--- src/rtl/srcb_pkg.sv ---
// constants shared by the sar result circular buffer and its input fifo
`default_nettype none
package srcb_pkg;
  localparam int DEPTH = 64;
  localparam int PTR_W = 6;
  localparam int CNT_W = 7;
  localparam int LVL_W = 7;
  localparam int IN_FIFO_DEPTH = 4;
  localparam int SAR_W = 14;  // kind bit, tag bit, 12-bit result
  localparam int WORD_W = 13; // tag bit and result
  localparam int TOUCH_POS = 13;
  localparam int RES_W = 12;
  // returned 16-bit word layout
  localparam int FULL_POS = 15;
  localparam int EMPTY_POS = 14;
  localparam int TAG_POS = 12;
  // register map
  localparam logic [7:0] PAGE_BUF = 8'hfc;
  localparam logic [7:0] PAGE_CTL = 8'h03;
  localparam logic [6:0] OFS_READ_UPPER = 7'h01;
  localparam logic [6:0] OFS_READ_LOWER = 7'h02;
  localparam logic [6:0] OFS_UPDATE_CTL = 7'h12;
  localparam int IFSEL_POS = 7;
  localparam int HOLDMODE_POS = 6;
  localparam int SWHOLD_POS = 5;
  localparam logic [7:0] CTL_MASK = 8'he0;
  localparam logic [7:0] CTL_RESET = 8'h00;
  localparam logic [PTR_W-1:0] LOC_FIRST = 6'h00; // location 1
  typedef enum logic [1:0] {
    ST_OFF = 2'b00,
    ST_RUN = 2'b01,
    ST_WAIT = 2'b11
  } srcb_state_t;
endpackage
`default_nettype wire

--- src/rtl/srcb_buffer.sv ---
// buffer-mode result ring: pointers, trigger interrupt, host read port
`timescale 1ns/100ps
`default_nettype none
module srcb_buffer #(
  parameter int DEPTH_P = srcb_pkg::DEPTH,
  parameter int IN_DEPTH_P = srcb_pkg::IN_FIFO_DEPTH
) (
  input wire logic mclk_i,
  input wire logic rst_n_i,
  // converter side: inputs on the converter's own clock, ready from mclk flops
  input wire logic sar_clk_i,
  input wire logic sar_valid_i,
  input wire logic [srcb_pkg::SAR_W-1:0] sar_data_i,
  output logic sar_ready_o,
  // buffer configuration
  input wire logic buf_enable_i,
  input wire logic continuous_i,
  input wire logic self_ctrl_i,
  input wire logic [srcb_pkg::LVL_W-1:0] trigger_level_i,
  // register access from the serial front ends
  input wire logic reg_if_i,
  input wire logic [7:0] reg_page_i,
  input wire logic [6:0] reg_addr_i,
  input wire logic reg_rd_i,
  input wire logic reg_wr_i,
  input wire logic [7:0] reg_wdata_i,
  output logic [7:0] reg_rdata_o,
  // status toward the pin mux and the converter
  output logic data_avail_n_o,
  output logic conv_run_o,
  output logic [1:0] status_flags_o
);
  import srcb_pkg::*;

  localparam int PW = $clog2(DEPTH_P);
  localparam int CW = $clog2(DEPTH_P + 1);

  // =========================================================
  // state record
  typedef struct packed {
    logic sclk_s1;
    logic sclk_s2;
    logic sclk_d;
    logic vld_s1;
    logic vld_s2;
    logic [SAR_W-1:0] dat_s1;
    logic [SAR_W-1:0] dat_s2;
    logic [DEPTH_P-1:0][WORD_W-1:0] mem;
    logic [PW-1:0] wr;
    logic [PW-1:0] rd;
    logic [PW-1:0] trg;
    logic [CW-1:0] cnt;
    logic [7:0] ctl;
    logic [7:0] lsb_hold;
    logic mid;
    logic irq;
    srcb_state_t st;
    logic [7:0] rdata;
    logic rdy;
    logic [1:0] flags;
    logic run;
    logic avail_n;
  } srcb_st_t;

  srcb_st_t s_r, s_nxt;

  // =========================================================
  // decoded strobes
  logic sclk_rise;
  logic kind_ok;
  logic f_in_valid;
  logic f_in_ready;
  logic [WORD_W-1:0] f_out_data;
  logic f_out_valid;
  logic f_out_ready;
  logic buf_rd;
  logic upper_rd;
  logic lower_rd;
  logic ctl_rd;
  logic ctl_wr;
  logic pop_go;
  logic auto_hold;
  logic sw_hold;
  logic wr_go;
  logic [PW-1:0] lvl_step;
  logic [PW-1:0] lvl_loc;

  // edge found on the second and third stage only, never the first
  assign sclk_rise = s_r.sclk_s2 & ~s_r.sclk_d;

  // touch results need self control, the rest host control
  assign kind_ok = (s_r.dat_s2[TOUCH_POS] == self_ctrl_i);

  // a result is offered to the input fifo on a converter clock edge
  assign f_in_valid = sclk_rise & s_r.vld_s2 & kind_ok &
                      (s_r.st != ST_OFF);

  // register decode
  assign buf_rd = reg_rd_i & (reg_page_i == PAGE_BUF);
  assign upper_rd = buf_rd & (reg_addr_i == OFS_READ_UPPER);
  assign lower_rd = buf_rd & (reg_addr_i == OFS_READ_LOWER);
  assign ctl_rd = reg_rd_i & (reg_page_i == PAGE_CTL) &
                  (reg_addr_i == OFS_UPDATE_CTL);
  assign ctl_wr = reg_wr_i & (reg_page_i == PAGE_CTL) &
                  (reg_addr_i == OFS_UPDATE_CTL);

  // only the selected interface may take words out
  assign pop_go = upper_rd & (reg_if_i == s_r.ctl[IFSEL_POS]);

  // automatic halt: no ring write while a word is being read out
  assign auto_hold = ~s_r.ctl[HOLDMODE_POS] & (buf_rd | s_r.mid);
  // software halt only counts when hold mode selects it
  assign sw_hold = s_r.ctl[HOLDMODE_POS] & s_r.ctl[SWHOLD_POS];

  // a halted ring back-pressures the input fifo, not the results
  assign f_out_ready = (s_r.st != ST_OFF) & ~auto_hold & ~sw_hold;
  assign wr_go = f_out_valid & f_out_ready;

  // level counts single values; a level of 64 wraps to a zero step
  assign lvl_step = trigger_level_i[PW-1:0];
  assign lvl_loc = trigger_level_i[PW-1:0] - PW'(1);

  // =========================================================
  // input fifo between the converter and the ring
  srcb_fifo #(
    .W(WORD_W),
    .D(IN_DEPTH_P)
  ) u_in_fifo (
    .mclk_i(mclk_i),
    .rst_n_i(rst_n_i),
    .in_valid_i(f_in_valid),
    .in_ready_o(f_in_ready),
    .in_data_i(s_r.dat_s2[WORD_W-1:0]),
    .out_valid_o(f_out_valid),
    .out_ready_i(f_out_ready),
    .out_data_o(f_out_data)
  );

  // =========================================================
  // next state
  always_comb begin
    logic [15:0] word;
    logic last;
    logic hit;
    word = '0;
    last = 1'b0;
    hit = 1'b0;
    s_nxt = s_r;

    // two-stage synchronisers for everything from the converter
    s_nxt.sclk_s1 = sar_clk_i;
    s_nxt.sclk_s2 = s_r.sclk_s1;
    s_nxt.sclk_d = s_r.sclk_s2;
    s_nxt.vld_s1 = sar_valid_i;
    s_nxt.vld_s2 = s_r.vld_s1;
    s_nxt.dat_s1 = sar_data_i;
    s_nxt.dat_s2 = s_r.dat_s1;

    // control register write, only the three defined bits stick
    if (ctl_wr) begin
      s_nxt.ctl = reg_wdata_i & CTL_MASK;
    end

    // ---- host reads ----
    if (upper_rd && pop_go) begin
      // flags travel with every word
      last = (s_r.cnt <= CW'(1));
      word[FULL_POS] = (s_r.cnt == CW'(DEPTH_P));
      word[EMPTY_POS] = last;
      // tag bit and result; bit 13 stays zero
      word[TAG_POS:0] = s_r.mem[s_r.rd];
      // upper byte to byte one, low byte kept for the next read
      s_nxt.rdata = word[15:8];
      s_nxt.lsb_hold = word[7:0];
      s_nxt.mid = 1'b1;
      if (s_r.cnt != '0) begin
        // read pointer names the next word to return
        s_nxt.rd = s_r.rd + PW'(1);
        s_nxt.cnt = s_r.cnt - CW'(1);
      end
      // an empty ring leaves the read pointer alone
    end else if (upper_rd) begin
      // unselected interface sees nothing and moves nothing
      s_nxt.rdata = '0;
    end else if (lower_rd) begin
      s_nxt.rdata = s_r.lsb_hold;
      s_nxt.mid = 1'b0;
    end else if (ctl_rd) begin
      s_nxt.rdata = s_r.ctl;
    end else if (reg_rd_i) begin
      s_nxt.rdata = '0;
    end

    // ---- interrupt release by reading ----
    if (pop_go) begin
      case (s_r.st)
        ST_WAIT: begin
          // first read of the finished set restarts conversion
          s_nxt.irq = 1'b0;
          s_nxt.st = ST_RUN;
          s_nxt.trg = s_r.trg + lvl_step;
        end
        ST_RUN: begin
          if (continuous_i) begin
            s_nxt.irq = 1'b0;
          end
        end
        default: begin
          s_nxt.irq = s_r.irq;
        end
      endcase
    end

    // ---- ring write, after the read so both may share a cycle ----
    if (wr_go) begin
      // result lands where the write pointer points
      s_nxt.mem[s_r.wr] = f_out_data;
      s_nxt.wr = s_r.wr + PW'(1);
      if (s_nxt.cnt == CW'(DEPTH_P)) begin
        // full: oldest word is lost, read pointer steps on
        s_nxt.rd = s_nxt.rd + PW'(1);
      end else begin
        s_nxt.cnt = s_nxt.cnt + CW'(1);
      end
      // written value count meets the trigger level
      hit = (s_r.wr == s_r.trg);
      if (continuous_i) begin
        // next write drops a pending interrupt
        s_nxt.irq = 1'b0;
      end
      if (hit && s_r.st == ST_RUN) begin
        // a new hit wins over the clear in the same cycle
        s_nxt.irq = 1'b1;
        if (continuous_i) begin
          s_nxt.trg = s_nxt.trg + lvl_step;
        end else begin
          s_nxt.st = ST_WAIT;
        end
      end
    end

    // ---- buffer mode off: hold state, pointers, count and interrupt at reset position ----
    if (!buf_enable_i) begin
      s_nxt.st = ST_OFF;
      s_nxt.wr = LOC_FIRST[PW-1:0];
      s_nxt.rd = LOC_FIRST[PW-1:0];
      s_nxt.trg = lvl_loc;
      s_nxt.cnt = '0;
      s_nxt.irq = 1'b0;
      s_nxt.mid = 1'b0;
    end else if (s_r.st == ST_OFF) begin
      s_nxt.st = ST_RUN;
    end

    // registered views of the ring state
    s_nxt.rdy = f_in_ready & (s_nxt.st != ST_OFF);
    s_nxt.flags[1] = (s_nxt.cnt == CW'(DEPTH_P));
    s_nxt.flags[0] = (s_nxt.cnt == '0);
    // pin views kept in flops so the outputs carry no decode glitches
    s_nxt.run = (s_nxt.st == ST_RUN);
    s_nxt.avail_n = ~s_nxt.irq;
  end

  // =========================================================
  // state register
  // the whole ring sits in flops; a memory macro would save area
  // but complicates the same-cycle read and overwrite
  always_ff @(posedge mclk_i or negedge rst_n_i) begin
    if (!rst_n_i) begin
      s_r <= '0;
      s_r.ctl <= CTL_RESET;
      s_r.st <= ST_OFF;
      s_r.flags <= 2'h1; // empty after reset
      s_r.avail_n <= 1'b1;
    end else begin
      s_r <= s_nxt;
    end
  end

  // =========================================================
  // outputs, all straight from flops
  assign reg_rdata_o = s_r.rdata;
  // pin is low while the trigger interrupt is pending
  assign data_avail_n_o = s_r.avail_n;
  assign conv_run_o = s_r.run;
  assign sar_ready_o = s_r.rdy;
  assign status_flags_o = s_r.flags;

endmodule
`default_nettype wire

--- src/rtl/srcb_fifo.sv ---
// small first-in first-out buffer for results on their way into the ring
`timescale 1ns/100ps
`default_nettype none
module srcb_fifo #(
  parameter int W = 13,
  parameter int D = 4
) (
  input wire logic mclk_i,
  input wire logic rst_n_i,
  input wire logic in_valid_i,
  output logic in_ready_o,
  input wire logic [W-1:0] in_data_i,
  output logic out_valid_o,
  input wire logic out_ready_i,
  output logic [W-1:0] out_data_o
);
  localparam int AW = (D > 1) ? $clog2(D) : 1;
  localparam int CW = $clog2(D + 1);
  typedef struct packed {
    logic [D-1:0][W-1:0] mem;
    logic [AW-1:0] wp;
    logic [AW-1:0] rp;
    logic [CW-1:0] cnt;
  } srcb_fifo_st_t;
  srcb_fifo_st_t s_r, s_nxt;
  logic push, pop;

  // honest flags straight from the occupancy count
  assign in_ready_o = (s_r.cnt != CW'(D));
  assign out_valid_o = (s_r.cnt != '0);
  assign out_data_o = s_r.mem[s_r.rp];
  assign push = in_valid_i & in_ready_o;
  assign pop = out_valid_o & out_ready_i;

  // =========================================================
  // next state
  always_comb begin
    s_nxt = s_r;
    if (push) begin
      s_nxt.mem[s_r.wp] = in_data_i;
      s_nxt.wp = (s_r.wp == AW'(D - 1)) ? '0 : s_r.wp + AW'(1);
    end
    if (pop) begin
      s_nxt.rp = (s_r.rp == AW'(D - 1)) ? '0 : s_r.rp + AW'(1);
    end
    if (push && !pop) begin
      s_nxt.cnt = s_r.cnt + CW'(1);
    end else if (pop && !push) begin
      s_nxt.cnt = s_r.cnt - CW'(1);
    end
  end

  always_ff @(posedge mclk_i or negedge rst_n_i) begin
    if (!rst_n_i) begin
      s_r <= '0;
    end else begin
      s_r <= s_nxt;
    end
  end
endmodule
`default_nettype wire

--- config.mk ---
export PLATFORM = sky130hd
export DESIGN_NAME = srcb_buffer
export DESIGN_NICKNAME = d
export VERILOG_FILES = /design/src/rtl/srcb_pkg.sv /design/src/rtl/srcb_buffer.sv /design/src/rtl/srcb_fifo.sv
export SDC_FILE = /design/constraint.sdc
export NUM_CORES = 2
export LEC_CHECK = 0
export BUFFER_PORTS_ARGS = -buffer_cell sky130_fd_sc_hd__clkbuf_2
export CORE_MARGIN = 5
export CORE_UTILIZATION = 50
export CTS_BUF_LIST = sky130_fd_sc_hd__clkbuf_8
export CTS_CLUSTER_DIAMETER = 40
export DETAILED_ROUTE_END_ITERATION = 16
export PLACE_DENSITY_LB_ADDON = 0.2
export SLEW_MARGIN = 20
export SYNTH_ARGS = -nofsm -noshare
export SYNTH_HDL_FRONTEND = slang
export SYNTH_HIERARCHICAL = 1
export SYNTH_SLANG_ARGS = --single-unit
--- constraint.sdc ---
create_clock -name mclk_i -period 3.65 [get_ports mclk_i]
set_input_delay 0.365 -clock mclk_i [delete_from_list [all_inputs] [get_ports mclk_i]]
set_output_delay 0.365 -clock mclk_i [all_outputs]
set_load 0.05 [all_outputs]
; ---- After elaboration in Yosys (flattened, before gate mapping)
; Index checks and enable logic that the tools add are counted.
[totals]
reg_bits = 977
output_inout_bits = 13
[op_classes]
magnitude_cmp = 7
reduce_logical = 17
n_eq_ne = 20
n_mux = 45
n_addsub = 12
bitwise_logic = 25
[op_table]
columns = op, n
row1 = 832-bit bitwise mux, 1
row2 = 13-bit binary-select mux with 6-bit select, 1
row3 = 13-bit demux with 6-bit select, 1
row4 = 52-bit bitwise mux, 1
row5 = 13-bit 2-to-1 mux, 4
row6 = 25-bit 2-to-1 mux, 2
row7 = 6-bit 2-to-1 mux, 7
row8 = 8-bit 2-to-1 mux, 5
row9 = 13-bit binary-select mux with 2-bit select, 1
row10 = 13-bit demux with 2-bit select, 1
row11 = "7-bit equality test, second input constant", 3
row12 = 7-bit 2-to-1 mux, 3
row13 = 1-bit bitwise AND, 19
row14 = "6-bit by 1-bit adder with 6-bit output, second input constant", 3
row15 = 3-bit 2-to-1 mux, 5
row16 = "6-bit by 7-bit < comparator with 1-bit output, second input constant", 2
row17 = 2-bit 2-to-1 mux, 7
row18 = 6-bit adder, 2
row19 = "8-bit by 2-bit equality test with 1-bit output, second input constant", 1
row20 = "8-bit equality test, second input constant", 1
row21 = "7-bit by 1-bit adder with 7-bit output, second input constant", 1
row22 = "7-bit by 1-bit equality test with 1-bit output, second input constant", 1
row23 = "7-bit by 2-bit equality test with 1-bit output, second input constant", 1
row24 = "7-bit by 5-bit equality test with 1-bit output, second input constant", 1
row25 = 30 further kinds, 52

; ---- Longest topological paths before layout
[logic_depth]
word_depth = 13
ltp_mapped = 16
depth_no_buf = 16

; ---- By module
; The synthesis kept the hierarchy.
[by_module_without_submodules]
columns = module, n_inst, cells_per_inst, area_each_um2, seq_area_each_um2
row1 = srcb_buffer, 1, 2726, 42289.3, 22974.5
row2 = srcb_fifo, 1, 165, 2690.1, 1476.4

; ---- Least setup slack after synthesis
; Ideal clock, no wire load.
[synth_path]
path_type = input -> register
start = input reg_addr_i[3]
end = register s_r[45] (netlist name)
required_ns = 3.516
setup_slack_ns = 0.351
setup_ns = 0.134
path_buffers = 0
t_arrival_ns = 3.165
path_stages = 15
cell_sequence = nor4_4 -> nand4_1 -> nor2_1 -> nand3_1 -> a21oi_1 -> inv_1 -> ha_1 -> a21o_1 -> a21oi_1 -> o21bai_1 -> a21o_1 -> a221oi_1 -> a21oi_1 -> xnor2_1 -> a21oi_1
[synth_rtl]
columns = item, line
row1 = "start, declared", srcb_buffer.sv:23  ; input wire logic [6:0] reg_addr_i,

==> results.toml <==
[run_status]
status = "finished clean"

[synth]
yosysTopAreaCell = "dfrtp_1"
synthTopCellsByArea = "dfrtp_1 (54%), mux2_2 (22%), mux4_2 (14%)"
syn_area_um2 = 45000
yosysWarnings = 6
synth_top_family_by_area = "multiplexers"
synth_edf_count = 0
ys_types = 66
syn_nets = 2973
synthArstFlopShare_pct = 100
synth_top_area_share_pct = 54.2
synthSimpleGateAreaFrac_pct = 3.47
ys_seq_area_share_pct = 54.4
avgSynthCellArea_um2 = 15.6
synth_compound_area_share_pct = 0.979
synth-xor-area-share_pct = 0.798
yosys_most_used_dff = "dfrtp_1"
synth_mux_area_share_pct = 36.9
synthAdderAreaFrac_pct = 0.829
synth_seq_cells = 977
syn_inst = 2891

[run]
drv_cap = 0

[clocking]
cts_tree = "yes"
ctsResizeCount = 0
cts_setup_buffers = 0
cts_sinks = 977
root_buffer = "clkbuf_8"
clock_latency_ns = 0.83
postCtsHoldBufs = 35
clk_pin_slew_ns = 0.06
numCtsBuffers = 167
clk_path_buf_depth = 3
htreeDepth = 4

[global_routing]
grt_max_degree = 98
use_met1_pct = 33.2
grt.total_usage_pct = 23.0
grtUsageMet2_pct = 36.1
grt_use_met3_pct = 4.45
antenna_found_initial = 2
top_usage_layer = "met2"
overflow = 0
grt_pass1_wl_um = 170000
grt_pass1_vias = 28300

[place]
gp_routability_congestion = 0.864
pre_cts_ws_ns = 0.0584
place.port_buffers = 60
dp_hpwl_um = 70200
placed_area_um2 = 47000

[cells_and_area]
area_growth_pct = 13.3
layout-drive-gt1-share_pct = 52.7
final_common_cell = "dfrtp_1"
final_cell_mix = "dfrtp_1 (971), mux2_2 (895), mux4_2 (286)"
fin_nets = 3121
fillCellCount = 6904
seq_area_um2 = 24500
final_area_um2 = 51000
multi_input_area_um2 = 19400

[pwr]
p_per_area_nw_per_um2 = 515
irDropWorstVdd_v = 0.000439
leakage_nw = 24.5

[die]
die-area_um2 = 96100
dieWidth_um = 310
core_area_um2 = 89600
rows = 110
die_h_um = 310
initial_core_util_pct = 50.2
ios = 67

[setup_path]
cp_data_arrival_time_ns = 4.15
critPathKind = "register to register"
critPathRequiredTime_ns = 4.31
critPathLaunch = "s_r[32]"
rr_startpoint = "s_r[32]"
crit_top_cell = "a21oi_1"
crit_path_max_fanout = 4
critPathMaxStageDelay_ns = 0.45
slowest_stage = "dfrtp_1"
crit_buf_inv = 1
cp_top_family = "compound AO/OA/AOI/OAI gates"
crit_path_start_kind = "register"
crit_chain = "xnor2_1 -> nand2_1 -> nor2_1 -> buf_4 -> and3_1 -> mux2_2 -> ha_1 -> a21o_1 -> a21oi_1 -> o21bai_1 -> a21o_1 -> a221oi_1 -> a21oi_1 -> xnor2_1 -> a21oi_1"
endpoint_kind = "register"

[sta]
max_freq_mhz = 287
worst_clock_skew_ns = 0.0409
rsz0062_at_grt = "false"
worst_slack_ns = 0.161
tns_ns = 0
worst_slew_pin_slew_ns = 1.03
timing.hold.ws_ns = 0.0936
hold_viol_final = 0
relSlewSlack_pct = 30.7
maxSlewViolCount = 0
fin_crit_ns = 3.49
period_share_pct = 95.6
setup_viol = 0

[routing]
via_per_inst = 5.88
drt_wl_total_um = 107000
wire_per_inst_um = 24.7
route.antenna.remaining_nets = 0
first_pass_iters = 5
first_iter_violations = 1641
drc = 0
vias = 25600

[min_path]
min-delay-start = "reg_page_i[1]"
min_path_type = "primary input to register"
-- tightest hold or removal path: cells and delay by family --
kind,cells,cell delay [ns]
simple gates,3,0.24
buf+inv,1,0.08
compound gates,1,0.18
-- registers in the layout, indices dropped and copies added (netlist names) --
register / flops
s_r: 888
u_in_fifo/s_r: 59
s_nxt: 17
reg_rdata_o: 8
status_flags_o: 2
conv_run_o: 1
data_avail_n_o: 1
sar_ready_o: 1
-- cell families after synthesis --
group | after synthesis
AO/OA/AOI/OAI | 70
XOR/XNOR | 41
adder cells (fa/ha/maj) | 28
buffers and inverters | 284
flip-flops | 977
multiplexers | 1189
AND/OR/NAND/NOR | 302
-- path summary, 6_finish.rpt --
path	endpoint	slack [ns]	cells after the start
setup reg to reg	s_r[45]	0.16	15
max in group asynchronous	s_r[199]	2.29	3
hold reg to reg	s_r[900]	0.34	0
min in group asynchronous	s_r[36]	0.22	2
hold / removal	reg_rdata_o[7]	0.09	5
setup / recovery	s_r[45]	0.16	15
-- power by group --
group	internal, mW	switching (mW)	total, mW	leakage [nW]
Sequential	11.4	0.352	11.7	13.5
Combinational	1.42	2.87	4.29	9.00
Clock	5.69	4.53	10.2	2.03
-- metal layers --
| metal | up-vias | share of wire (%) |
|---|---|---|
| li1 | 11000 | - |
| met1 | 13900 | 46 |
| met2 | 554 | 47 |
| met3 | 160 | 4.6 |
| met4 | 2 | 2.5 |
| met5 | - | 0.012 |
-- layout make-up --
type	count	share of cell area (%)
timing repair buffer	237	3.88
tap	1176	2.89
antenna	2	0.00982
clock buffer	215	5.81
multi-input combinational	1630	38.0
sequential	977	48.0
inverter	26	0.194
clock inverter	94	1.20
-- synth_stat cells, types with 6 or more instances --
| cell type | instances |
|---|---|
| buf_4 | 11 |
| a21o_1 | 6 |
| xor2_1 | 20 |
| mux2i_1 | 6 |
| and2_1 | 20 |
| nand4_1 | 10 |
| mux2_2 | 895 |
| mux4_2 | 286 |
| a21oi_1 | 23 |
| nor2b_1 | 13 |
| nor2_1 | 61 |
| o21ai_0 | 16 |
| dfrtp_1 | 975 |
| xnor2_1 | 21 |
| buf_2 | 38 |
| inv_1 | 25 |
| ha_1 | 25 |
| nor3_1 | 14 |
| nand3_1 | 20 |
| clkbuf_1 | 139 |
| nand2_1 | 108 |
| buf_1 | 66 |
-- metrics by stage --
stage / instances / power (mW) / utilization [%]
2_1_floorplan: 2891 / 14.5 / -
3_3_place_gp: 4011 / 15.9 / 52.5
3_5_place_dp: 4011 / 16.2 / 52.5
4_1_cts: 4355 / 26.5 / 56.9
5_1_grt: 4357 / 27.4 / 56.9
6_report: 4357 / 26.2 / 56.9
No activity file was read; power rests on OpenSTA's default activity.
